$ cat src/periph_port_map.svh
// constants for the peripheral port sideband block
`ifndef PERIPH_PORT_MAP_SVH
`define PERIPH_PORT_MAP_SVH
`define SEL_NONE      4'h0
`define SEL_WORD      4'hf
`define SEL_HALF_LO   4'h3
`define SEL_HALF_HI   4'hc
`define SEL_BYTE_ONE  4'h1
`define SIZE_BYTE     2'h0
`define SIZE_HALF     2'h1
`define SIZE_WORD     2'h2
`endif

$ cat src/periph_port_pkg.sv
// types for the peripheral port sideband block
package periph_port_pkg;
    typedef enum logic [1:0] {
        size_byte,
        size_half,
        size_word,
        size_bad
    } acc_size_e;

    // one access request from the core
    typedef struct packed {
        logic        write;
        acc_size_e   size;
        logic [23:0] addr;
        logic [31:0] wdata;
    } periph_req_s;
endpackage

$ cat src/periph_port_side.sv
// peripheral port master: lane select, write flag, clock and reset forwarding
`timescale 1ns/1ps
`include "periph_port_map.svh"
module periph_port_side
    import periph_port_pkg::*;
#(
    parameter bit BREAK_ON_HARD_RESET = 1'b0,
    parameter bit HAS_MULDIV_UNIT     = 1'b1
) (
    input  wire logic        clk_sys,
    input  wire logic        reset,
    input  wire periph_req_s req,
    input  wire logic        req_valid,
    output logic             req_ready,
    output logic             done,
    output logic [31:0]      rdata,
    input  wire logic        breakpoint_hit,
    output logic             halted,
    output logic             muldiv_present,
    output logic             periph_clock_out,
    output logic             periph_reset_out,
    output logic             periph_cycle_out,
    output logic             periph_strobe_out,
    output logic [23:0]      periph_addr_out,
    output logic [31:0]      periph_write_data,
    output logic [3:0]       periph_byte_select,
    output logic             periph_write_flag,
    input  wire logic        periph_ack_in,
    input  wire logic [31:0] periph_read_data
);
    typedef enum logic [0:0] {st_idle, st_busy} bus_st_e;
    bus_st_e st_r;

    // lane select from size and low address bits
    logic [3:0] sel_nxt;
    wire  [3:0] sel_half = req.addr[1] ? `SEL_HALF_HI : `SEL_HALF_LO;
    wire  [3:0] sel_byte = 4'(`SEL_BYTE_ONE << req.addr[1:0]);
    always_comb begin
        unique case (req.size)
            size_byte: sel_nxt = sel_byte;
            size_half: sel_nxt = sel_half;
            size_word: sel_nxt = `SEL_WORD;
            size_bad:  sel_nxt = `SEL_NONE;
        endcase
    end

    wire start     = req_valid && (st_r == st_idle) && !periph_reset_out;
    wire ack_taken = (st_r == st_busy) && periph_ack_in;
    assign req_ready = (st_r == st_idle) && !periph_reset_out;

    // forwarded clock is the system clock itself
    assign periph_clock_out = clk_sys;
    assign muldiv_present   = HAS_MULDIV_UNIT;

    // forwarded reset follows the external reset, released one edge later
    always_ff @(posedge clk_sys or posedge reset) begin
        if (reset) begin
            periph_reset_out <= 1'b1;
        end else begin
            periph_reset_out <= 1'b0;
        end
    end

    // halt on first breakpoint after a hard reset, if enabled
    logic armed_r;
    always_ff @(posedge clk_sys or posedge reset) begin
        if (reset) begin
            armed_r <= 1'b1;
            halted  <= 1'b0;
        end else if (armed_r && breakpoint_hit) begin
            armed_r <= 1'b0;
            halted  <= BREAK_ON_HARD_RESET;
        end
    end

    // next bus state: open on a taken request, close on slave ack
    bus_st_e st_nxt;
    always_comb begin
        st_nxt = st_r;
        unique case (st_r)
            st_idle: if (start) st_nxt = st_busy;
            st_busy: if (periph_ack_in) st_nxt = st_idle;
        endcase
    end

    // bus cycle state register: cycle held until slave ack
    always_ff @(posedge clk_sys or posedge reset) begin
        if (reset) begin
            st_r <= st_idle;
        end else begin
            st_r <= st_nxt;
        end
    end

    assign periph_cycle_out  = (st_r == st_busy);
    assign periph_strobe_out = (st_r == st_busy);

    // bus outputs latched at cycle start
    always_ff @(posedge clk_sys or posedge reset) begin
        if (reset) begin
            periph_addr_out    <= '0;
            periph_write_data  <= '0;
            periph_byte_select <= `SEL_NONE;
            periph_write_flag  <= 1'b0;
        end else if (start) begin
            periph_addr_out    <= req.addr;
            periph_write_data  <= req.wdata;
            periph_byte_select <= sel_nxt;
            periph_write_flag  <= req.write;
        end
    end

    // read data sampled on ack, done pulse
    always_ff @(posedge clk_sys or posedge reset) begin
        if (reset) begin
            rdata <= '0;
            done  <= 1'b0;
        end else begin
            done <= ack_taken;
            if (ack_taken && !periph_write_flag) begin
                rdata <= periph_read_data;
            end
        end
    end

    // checks on cycle framing, lanes, write flag, reset and halt
    property p_cycle_held;
        @(posedge clk_sys) disable iff (reset)
        periph_cycle_out && !periph_ack_in |=> periph_cycle_out;
    endproperty
    a_cycle_held: assert property (p_cycle_held)
        else $error("cycle dropped before ack");

    property p_ack_ends;
        @(posedge clk_sys) disable iff (reset)
        periph_cycle_out && periph_ack_in |=> !periph_cycle_out && done;
    endproperty
    a_ack_ends: assert property (p_ack_ends)
        else $error("ack did not end cycle");

    property p_done_pulse;
        @(posedge clk_sys) disable iff (reset)
        done |=> !done;
    endproperty
    a_done_pulse: assert property (p_done_pulse)
        else $error("done held past one cycle");

    property p_we_stable;
        @(posedge clk_sys) disable iff (reset)
        periph_cycle_out && $past(periph_cycle_out) |-> $stable(periph_write_flag);
    endproperty
    a_we_stable: assert property (p_we_stable)
        else $error("write flag changed in cycle");

    property p_sel_stable;
        @(posedge clk_sys) disable iff (reset)
        periph_cycle_out && $past(periph_cycle_out) |-> $stable(periph_byte_select);
    endproperty
    a_sel_stable: assert property (p_sel_stable)
        else $error("select changed in cycle");

    property p_sel_word;
        @(posedge clk_sys) disable iff (reset)
        start && req.size == size_word |=> periph_byte_select == `SEL_WORD;
    endproperty
    a_sel_word: assert property (p_sel_word)
        else $error("word select wrong");

    property p_sel_half;
        @(posedge clk_sys) disable iff (reset)
        start && req.size == size_half |=>
            periph_byte_select == ($past(req.addr[1]) ? `SEL_HALF_HI : `SEL_HALF_LO);
    endproperty
    a_sel_half: assert property (p_sel_half)
        else $error("half select wrong");

    property p_sel_byte;
        @(posedge clk_sys) disable iff (reset)
        start && req.size == size_byte |=> $onehot(periph_byte_select);
    endproperty
    a_sel_byte: assert property (p_sel_byte)
        else $error("byte select not one lane");

    property p_sel_bad;
        @(posedge clk_sys) disable iff (reset)
        start && req.size == size_bad |=> periph_byte_select == `SEL_NONE;
    endproperty
    a_sel_bad: assert property (p_sel_bad)
        else $error("bad size selected lanes");

    property p_we_src;
        @(posedge clk_sys) disable iff (reset)
        start |=> periph_write_flag == $past(req.write);
    endproperty
    a_we_src: assert property (p_we_src)
        else $error("write flag mismatch");

    property p_rdata_read;
        @(posedge clk_sys) disable iff (reset)
        ack_taken && !periph_write_flag |=> rdata == $past(periph_read_data);
    endproperty
    a_rdata_read: assert property (p_rdata_read)
        else $error("read data not taken on ack");

    property p_rst_rel;
        @(posedge clk_sys)
        !reset && !$past(reset) |-> !periph_reset_out;
    endproperty
    a_rst_rel: assert property (p_rst_rel)
        else $error("forwarded reset stuck");

    property p_ready_rst;
        @(posedge clk_sys) disable iff (reset)
        periph_reset_out |-> !req_ready;
    endproperty
    a_ready_rst: assert property (p_ready_rst)
        else $error("request taken in forwarded reset");

    property p_rst_on;
        @(posedge clk_sys)
        reset |-> periph_reset_out;
    endproperty
    a_rst_on: assert property (p_rst_on)
        else $error("forwarded reset low in reset");

    property p_halt;
        @(posedge clk_sys) disable iff (reset)
        armed_r && breakpoint_hit |=> halted == BREAK_ON_HARD_RESET;
    endproperty
    a_halt: assert property (p_halt)
        else $error("halt option ignored");
endmodule // periph_port_side

$ cat config.mk
export PLATFORM = sky130hd
export DESIGN_NAME = periph_port_side
export DESIGN_NICKNAME = d
export VERILOG_FILES = /design/src/periph_port_pkg.sv /design/src/periph_port_side.sv
export VERILOG_INCLUDE_DIRS = /design/src
export SDC_FILE = /design/constraint.sdc
export NUM_CORES = 1
export LEC_CHECK = 0
export CORE_ASPECT_RATIO = 0.9
export CORE_MARGIN = 4
export CORE_UTILIZATION = 55
export CTS_CLUSTER_DIAMETER = 80
export DETAILED_ROUTE_END_ITERATION = 8
export DONT_BUFFER_PORTS = 1
export PLACE_DENSITY = 0.73
export SYNTH_ARGS = -nofsm -noshare
export SYNTH_HDL_FRONTEND = slang
export SYNTH_SLANG_ARGS = --single-unit
$ cat constraint.sdc
create_clock -name clk_sys -period 3.97 [get_ports clk_sys]
set_input_delay 0.794 -clock clk_sys [delete_from_list [all_inputs] [get_ports clk_sys]]
set_output_delay 0.794 -clock clk_sys [all_outputs]
set_load 0.02 [all_outputs]
### Word level (Yosys, flattened, before mapping)

Index checks and enable logic that the tools add are counted.
W data, S select, Z words.

* register bits: 96
* output and inout bits: 101
* logic and storage cells: 26

* equal/unequal tests: 3
* shift-type cells: 1
* mux-type cells: 5
* bitwise logic cells: 1
* reduce and logical (&&, ||, !) cells: 8

Operator list (number)
* $pmux W4 S4: 1
* $logic_and A1 B1 Y1: 5
* $eq A2 B2 Y1 const B: 2
* $mux W4: 1
* $shl A1 B2 Y4 const A: 1
* $eq A2 B1 Y1 const B: 1
* $logic_not A1 Y1: 2
* $logic_not A2 Y1: 1
* $mux W1: 2
* $pmux W1 S2: 1
* $not A1 Y1: 1

### Logic depth before layout (Yosys ltp)

Gate-level depths: netlist of the first run.

* word-level depth: 5
* depth in mapped cells: 5

==> results of run 1 <==
[power by group through the flow]
stage	Sequential, mW	Combinational [mW]	Clock, mW
CTS	1.74	0.380	0.642
floorplan	1.68	0.338	0.0294
global placement	1.74	0.361	0
global route	1.77	0.421	0.688
finish	1.73	0.373	0.624
detailed placement	1.75	0.378	0
[layout by cell type, fill, tap and decap left out, types with 2 or more instances in the layout]
cell type	synthesis	routed
sky130_fd_sc_hd__a21oi_1	3	3
sky130_fd_sc_hd__o21ai_1	3	3
sky130_fd_sc_hd__dfrtp_1	95	95
sky130_fd_sc_hd__clkbuf_8	0	10
sky130_fd_sc_hd__nand2_1	174	174
sky130_fd_sc_hd__clkinv_4	0	2
sky130_fd_sc_hd__mux2_4	30	30
sky130_fd_sc_hd__inv_1	3	2
sky130_fd_sc_hd__nor2_1	2	2
sky130_fd_sc_hd__buf_4	4	3
sky130_fd_sc_hd__mux2_2	2	2
sky130_fd_sc_hd__conb_1	2	3
sky130_fd_sc_hd__o21ai_0	2	2
[final cells by class]
| cell class | count | area [sq um] | area share |
|---|---|---|---|
| clock buffers | 11 | 141 | 0.0353 |
| flip-flops and latches | 96 | 2400 | 0.601 |
| repair buffers | 3 | 22.5 | 0.00563 |
| well taps | 90 | 113 | 0.0281 |
| clock inverters | 4 | 55.1 | 0.0138 |
| inverters | 3 | 13.8 | 0.00344 |
| multi-input cells | 227 | 1250 | 0.313 |
[sequential cells by signal, indices dropped and copies added (netlist names)]
signal	cells
rdata	32
periph_addr_out	24
periph_write_data	32
periph_byte_select	4
periph_write_flag	1
periph_cycle_out	1
done	1
periph_reset_out	1
[through the flow]
| step | hold slack, ns | cell area [sq um] |
|---|---|---|
| floorplan | 0.581 | 3800 |
| global placement | 0.612 | 3810 |
| detailed placement | 0.613 | 3810 |
| CTS | 0.511 | 4000 |
| global route | 0.513 | 4000 |
| finish | 0.524 | 4000 |
[final timing paths]
| check | start | end | slack, ns | depth (start not counted) |
|---|---|---|---|---|
| min | reset | periph_write_data[27] | 0.52 | 1 |
| max | clk_sys | periph_clock_out | 1.19 | 0 |
| min reg2reg | periph_write_data[3] | periph_write_data[3] | 0.63 | 2 |
| min in group clk_sys | periph_ack_in | periph_cycle_out | 0.53 | 1 |
| max reg2reg | periph_cycle_out | rdata[7] | 1.81 | 3 |
| max in group asynchronous | reset | rdata[7] | 2.64 | 2 |
[kinds of logic (layout without fill, tap and decap cells)]
logic type             Yosys count  after routing  share of synthesized area
AO/OA/AOI/OAI                   11             11                     0.0175
AND/OR/NAND/NOR                181            181                      0.183
multiplexers                    32             32                      0.125
flip-flops                      96             96                      0.633
buffers and inverters           24             21                     0.0392
other                            2              3                    0.00198
[metal layers]
layer | track usage | share of wire | wire length, um | up-vias
li1 | - | - | - | 1054
met4 | 0.115 | 0.030 | 248 | 0
met3 | 0.117 | 0.16 | 1270 | 21
met1 | 0.230 | 0.36 | 2960 | 1054
met5 | 0 | 0 | 0 | -
met2 | 0.301 | 0.45 | 3740 | 158
==> impl_metrics.tcl, run 1 <==
set metrics [dict create \
    dr_total_vias 2287 \
    synth_area_leader_cell "sky130_fd_sc_hd__dfrtp_1" \
    path_max_fanout 2 \
    status "finished, final reports clean" \
    ctsHtreeMaxLevel 3 \
    num-nets-final 436 \
    pwr-share-clk 0.229 \
    synth.distinct_cells 22 \
    max-slew-margin-rel 0.272 \
    die_area_sq_um 8290 \
    finalNonFillerCells 434 \
    grt_pass1_vias 2416 \
    grt_antenna_before_repair 0 \
    global_route.usage.total 0.204 \
    routed_wire_length_um 8220 \
    setup_violations 0 \
    placed_cells 419 \
    finalClockSkew_ns 0.0104 \
    synthesis.area_sq_um 3790 \
    dieHeight_um 86.8 \
    synth_enable_flop_cells 0 \
    worstHoldPathType "primary input to async pin" \
    chipWidth_um 95.6 \
    finalSetupTns_ns 0 \
    synthesis.yosys.warnings 0 \
    report.final.hold_viol_count 0 \
    power_frac_seq 0.635 \
    cts.sinks 96 \
    setup.worst_path.end_class "output port" \
    power.ir.vdd_worst_v 0.000360 \
    drtIter0Drc 105 \
    synth.top_cells.by_area "sky130_fd_sc_hd__dfrtp_1 63%, sky130_fd_sc_hd__nand2_1 17%, sky130_fd_sc_hd__mux2_4 12%" \
    criticalPathCategory "clock port to output port" \
    pin_count_of_the_biggest_net_entering_global_routing 83 \
    setup.worst_path.start_class "clock port" \
    synth_top_cell_area_share 0.626 \
    clock_tree_from_tritoncts "done" \
    boundaryPins 197 \
    estimated_wirelength_of_the_detail_placed_design_um 5900 \
    grt_first_pass_wirelength_um 12500 \
    remaining_drc_errors 0 \
    post_drt_wl_per_cell_um 18.9 \
    cts-hold-fix-buffers 0 \
    p_comb_frac 0.137 \
    port_buffers 0 \
    cellLeakagePower_nw 2.12 \
    antenna_diode_count 0 \
    synthArstFlopShare 1.00 \
    flow.area_growth_from_synthesis_pct 5.47 \
    synth.cells.most_frequent "174 x sky130_fd_sc_hd__nand2_1, 95 x sky130_fd_sc_hd__dfrtp_1, 30 x sky130_fd_sc_hd__mux2_4, 11 x sky130_fd_sc_hd__buf_2" \
    finalMaxSlewViolations 0 \
    layout.core_utilization 0.601 \
    design_power_total_mw 2.73 \
    post-synth-top-count-cell "sky130_fd_sc_hd__nand2_1" \
    worstSkewPairLatency_ns 0.35 \
    overflow 0 \
    critPathRequiredTime_ns 3.18 \
    final_antenna_net_count 0 \
    effective_utilization_at_floorplan 0.570 \
    power-per-cell-area_nw_per_um2 682 \
    viasPerCell 5.27 \
    design.core.area_sq_um 6660 \
    cts.path.max_buffers 2 \
    switching_share 0.360 \
    place.gp.congestion 0.833 \
    worst_slack_ns 1.19 \
    timing_worst_slew_pin_value_ns 1.09 \
    path_clk_slew_ns 0.09 \
    cts.repair.resized 0 \
    switching_power_uw 981 \
    synth_top_flop_cell "sky130_fd_sc_hd__dfrtp_1" \
    cp_data_arrival_time_ns 1.99 \
    cts_root_buffer "sky130_fd_sc_hd__clkbuf_8" \
    drtPass1Iterations 4 \
    synthesis.instances 346 \
    setup_ws_pre_cts_ns 1.19 \
    synth-seq-area-share 0.633 \
    numCtsBuffers 9 \
    core.rowCount 28 \
    drv.max_cap_violation_count 0 \
    number_of_setup_buffers_added_after_cts 0 \
    intPower_mw 1.75 \
    final_layout_size_suffix_gt1_frac 0.160 \
    ys_seq_elements 96 \
    rsz_0062_raised_after_global_routing "no" \
    avgSynthCellArea_sq_um 11.0 \
    final.fill_count 535 \
]
(Power assumes the default switching activity.)
==> inputs of run 2 (changes only) <==
--- a/config.mk
+++ b/config.mk
@@ -12,7 +12,7 @@
 export CTS_CLUSTER_DIAMETER = 80
 export DETAILED_ROUTE_END_ITERATION = 8
 export DONT_BUFFER_PORTS = 1
-export PLACE_DENSITY = 0.73
+export PLACE_DENSITY = 0.76
 export SYNTH_ARGS = -nofsm -noshare
 export SYNTH_HDL_FRONTEND = slang
 export SYNTH_SLANG_ARGS = --single-unit
==> constraint.sdc (replaced) <==
create_clock -name clk_sys -period 2.4 [get_ports clk_sys]
set_input_delay 0.48 -clock clk_sys [delete_from_list [all_inputs] [get_ports clk_sys]]
set_output_delay 0.48 -clock clk_sys [all_outputs]
set_load 0.02 [all_outputs]
==> run 2 against run 1 <==
Setup slack lost 0.57 ns. Non-clock buffer count grew 4. Design area is 1.6% higher. Worst hold slack got worse by 0.41 ns. Sequential power is 65% higher. Via count down 0.17%. Clock power increased by 59%. Largest power group unchanged.
==> impl_metrics.tcl, run 2 (same netlist as run 1, synthesis figures left out) <==
set metrics [dict create \
    status "finished, final reports clean" \
    final_layout_size_suffix_gt1_frac 0.175 \
    path_max_fanout 6 \
    cellLeakagePower_nw 2.16 \
    design.core.area_sq_um 6660 \
    chipWidth_um 95.6 \
    grt_first_pass_wirelength_um 12400 \
    finalSetupTns_ns 0 \
    layout.cells.most_common_list "174 x sky130_fd_sc_hd__nand2_1, 95 x sky130_fd_sc_hd__dfrtp_1, 30 x sky130_fd_sc_hd__mux2_4, 11 x sky130_fd_sc_hd__clkbuf_8, 4 x sky130_fd_sc_hd__buf_4" \
    report.final.hold_viol_count 0 \
    grt_antenna_before_repair 0 \
    cts-hold-fix-buffers 0 \
    port_buffers 0 \
    path_clk_slew_ns 0.09 \
    global_route.usage.total 0.200 \
    cp_data_arrival_time_ns 1.30 \
    setup.worst_path.start "periph_cycle_out" \
    ctsHtreeMaxLevel 3 \
    overflow 0 \
    cts.path.max_buffers 2 \
    place.gp.congestion 0.783 \
    criticalPathCategory "register to output port" \
    pin_count_of_the_biggest_net_entering_global_routing 47 \
    timing_worst_slew_pin_value_ns 0.770 \
    effective_utilization_at_floorplan 0.570 \
    cp_cell_sequence "buf_4 -> nor2_1" \
    cts.repair.resized 0 \
    setup.worst_path.end_class "output port" \
    flow.area_growth_from_synthesis_pct 7.15 \
    grt_pass1_vias 2311 \
    drv.max_cap_violation_count 0 \
    finalNonFillerCells 439 \
    remaining_drc_errors 0 \
    core.rowCount 28 \
    cts_root_buffer "sky130_fd_sc_hd__clkbuf_8" \
    finalWorstPathRequiredPeriod_ns 1.78 \
    worstSkewPairLatency_ns 0.36 \
    rsz_0062_raised_after_global_routing "no" \
    number_of_setup_buffers_added_after_cts 0 \
    finalMaxSlewViolations 0 \
    clock_tree_from_tritoncts "done" \
    final_common_cell "sky130_fd_sc_hd__nand2_1" \
    fmax_mhz 561 \
    numCtsBuffers 9 \
    power.ir.vdd_worst_v 0.000468 \
    num-nets-final 440 \
    estimated_wirelength_of_the_detail_placed_design_um 6000 \
    placed_cells 423 \
    boundaryPins 197 \
    viasPerCell 5.20 \
    worstHoldPathType "primary input to async pin" \
    cp_slowest_cell "sky130_fd_sc_hd__dfrtp_1" \
    dr_total_vias 2283 \
    routed_wire_length_um 8150 \
    post-route-period-util 0.743 \
    critical_path.n_buffers_inverters 1 \
    final.fill_count 545 \
    top_regs "periph_write_data (32), rdata (32), periph_addr_out (24)" \
    critPathRequiredTime_ns 1.92 \
    die_area_sq_um 8290 \
    finalClockSkew_ns 0.00960 \
    max-slew-margin-rel 0.486 \
    dieHeight_um 86.8 \
    drtIter0Drc 81 \
    post_drt_wl_per_cell_um 18.6 \
    worst_path_dominant_cell_family "flip-flops" \
    setup_violations 0 \
    antenna_diode_count 0 \
    rr_startpoint "periph_reset_out" \
    setup.worst_path.start_class "register" \
    cts.sinks 96 \
    final_antenna_net_count 0 \
    power-per-cell-area_nw_per_um2 1100 \
    cpPeakStageDelay_ns 0.38 \
    drtPass1Iterations 4 \
]
[run 2: final timing paths]
path | to | cells past startpoint | slack, ns
setup reg to reg | periph_write_data[18] | 4 | 0.78
min in group clk_sys | periph_addr_out[10] | 2 | 0.22
hold reg to reg | periph_write_data[23] | 2 | 0.63
hold / removal | periph_write_data[28] | 1 | 0.11
max in group asynchronous | periph_addr_out[17] | 2 | 1.60
setup / recovery | req_ready | 2 | 0.62
[run 2: power breakdown]
group,internal [mW],leakage (nW),switching (mW),total [mW]
clock,0.441,0.0999,0.550,0.991
sequential,2.02,1.17,0.839,2.86
combinational,0.373,0.889,0.264,0.637
total,2.83,2.16,1.65,4.49
[run 2: stage by stage]
step | cell area [sq um] | utilization | worst slack [ns] | power [mW] | hold slack, ns
after floorplan | 3800 | - | 0.586 | 3.38 | 0.576
after global placement | 3870 | 0.582 | 0.720 | 3.49 | 0.480
after detailed placement | 3870 | 0.582 | 0.720 | 3.54 | 0.480
after CTS | 4070 | 0.611 | 0.590 | 4.54 | 0.134
after global routing | 4070 | 0.611 | 0.564 | 4.73 | 0.175
final | 4070 | 0.611 | 0.616 | 4.49 | 0.115
[run 2: area by class of cell]
class,count,area (sq um),area share
sequential,96,2400,0.591
multi-input combinational,227,1250,0.308
clock buffer,11,151,0.0372
tap,90,113,0.0277
timing repair buffer,7,90.1,0.0222
clock inverter,5,40.0,0.00985
inverter,3,15.0,0.00369
[run 2: worst register-to-register path, stage by stage (launching register included)]
cell	delay, ns
sky130_fd_sc_hd__dfstp_2	0.43
sky130_fd_sc_hd__or3b_2	0.66
sky130_fd_sc_hd__buf_12	0.26
sky130_fd_sc_hd__nand2_1	0.10
sky130_fd_sc_hd__nand2_1	0.06
[run 2: metal layers]
metal / part of all wire / up-vias / wire (um) / global-route usage
met5: 0 / - / 0 / 0
met4: 0.0098 / 0 / 80 / 0.0594
met3: 0.16 / 7 / 1280 / 0.122
met2: 0.47 / 150 / 3810 / 0.302
met1: 0.37 / 1066 / 2980 / 0.240
li1: - / 1060 / - / -
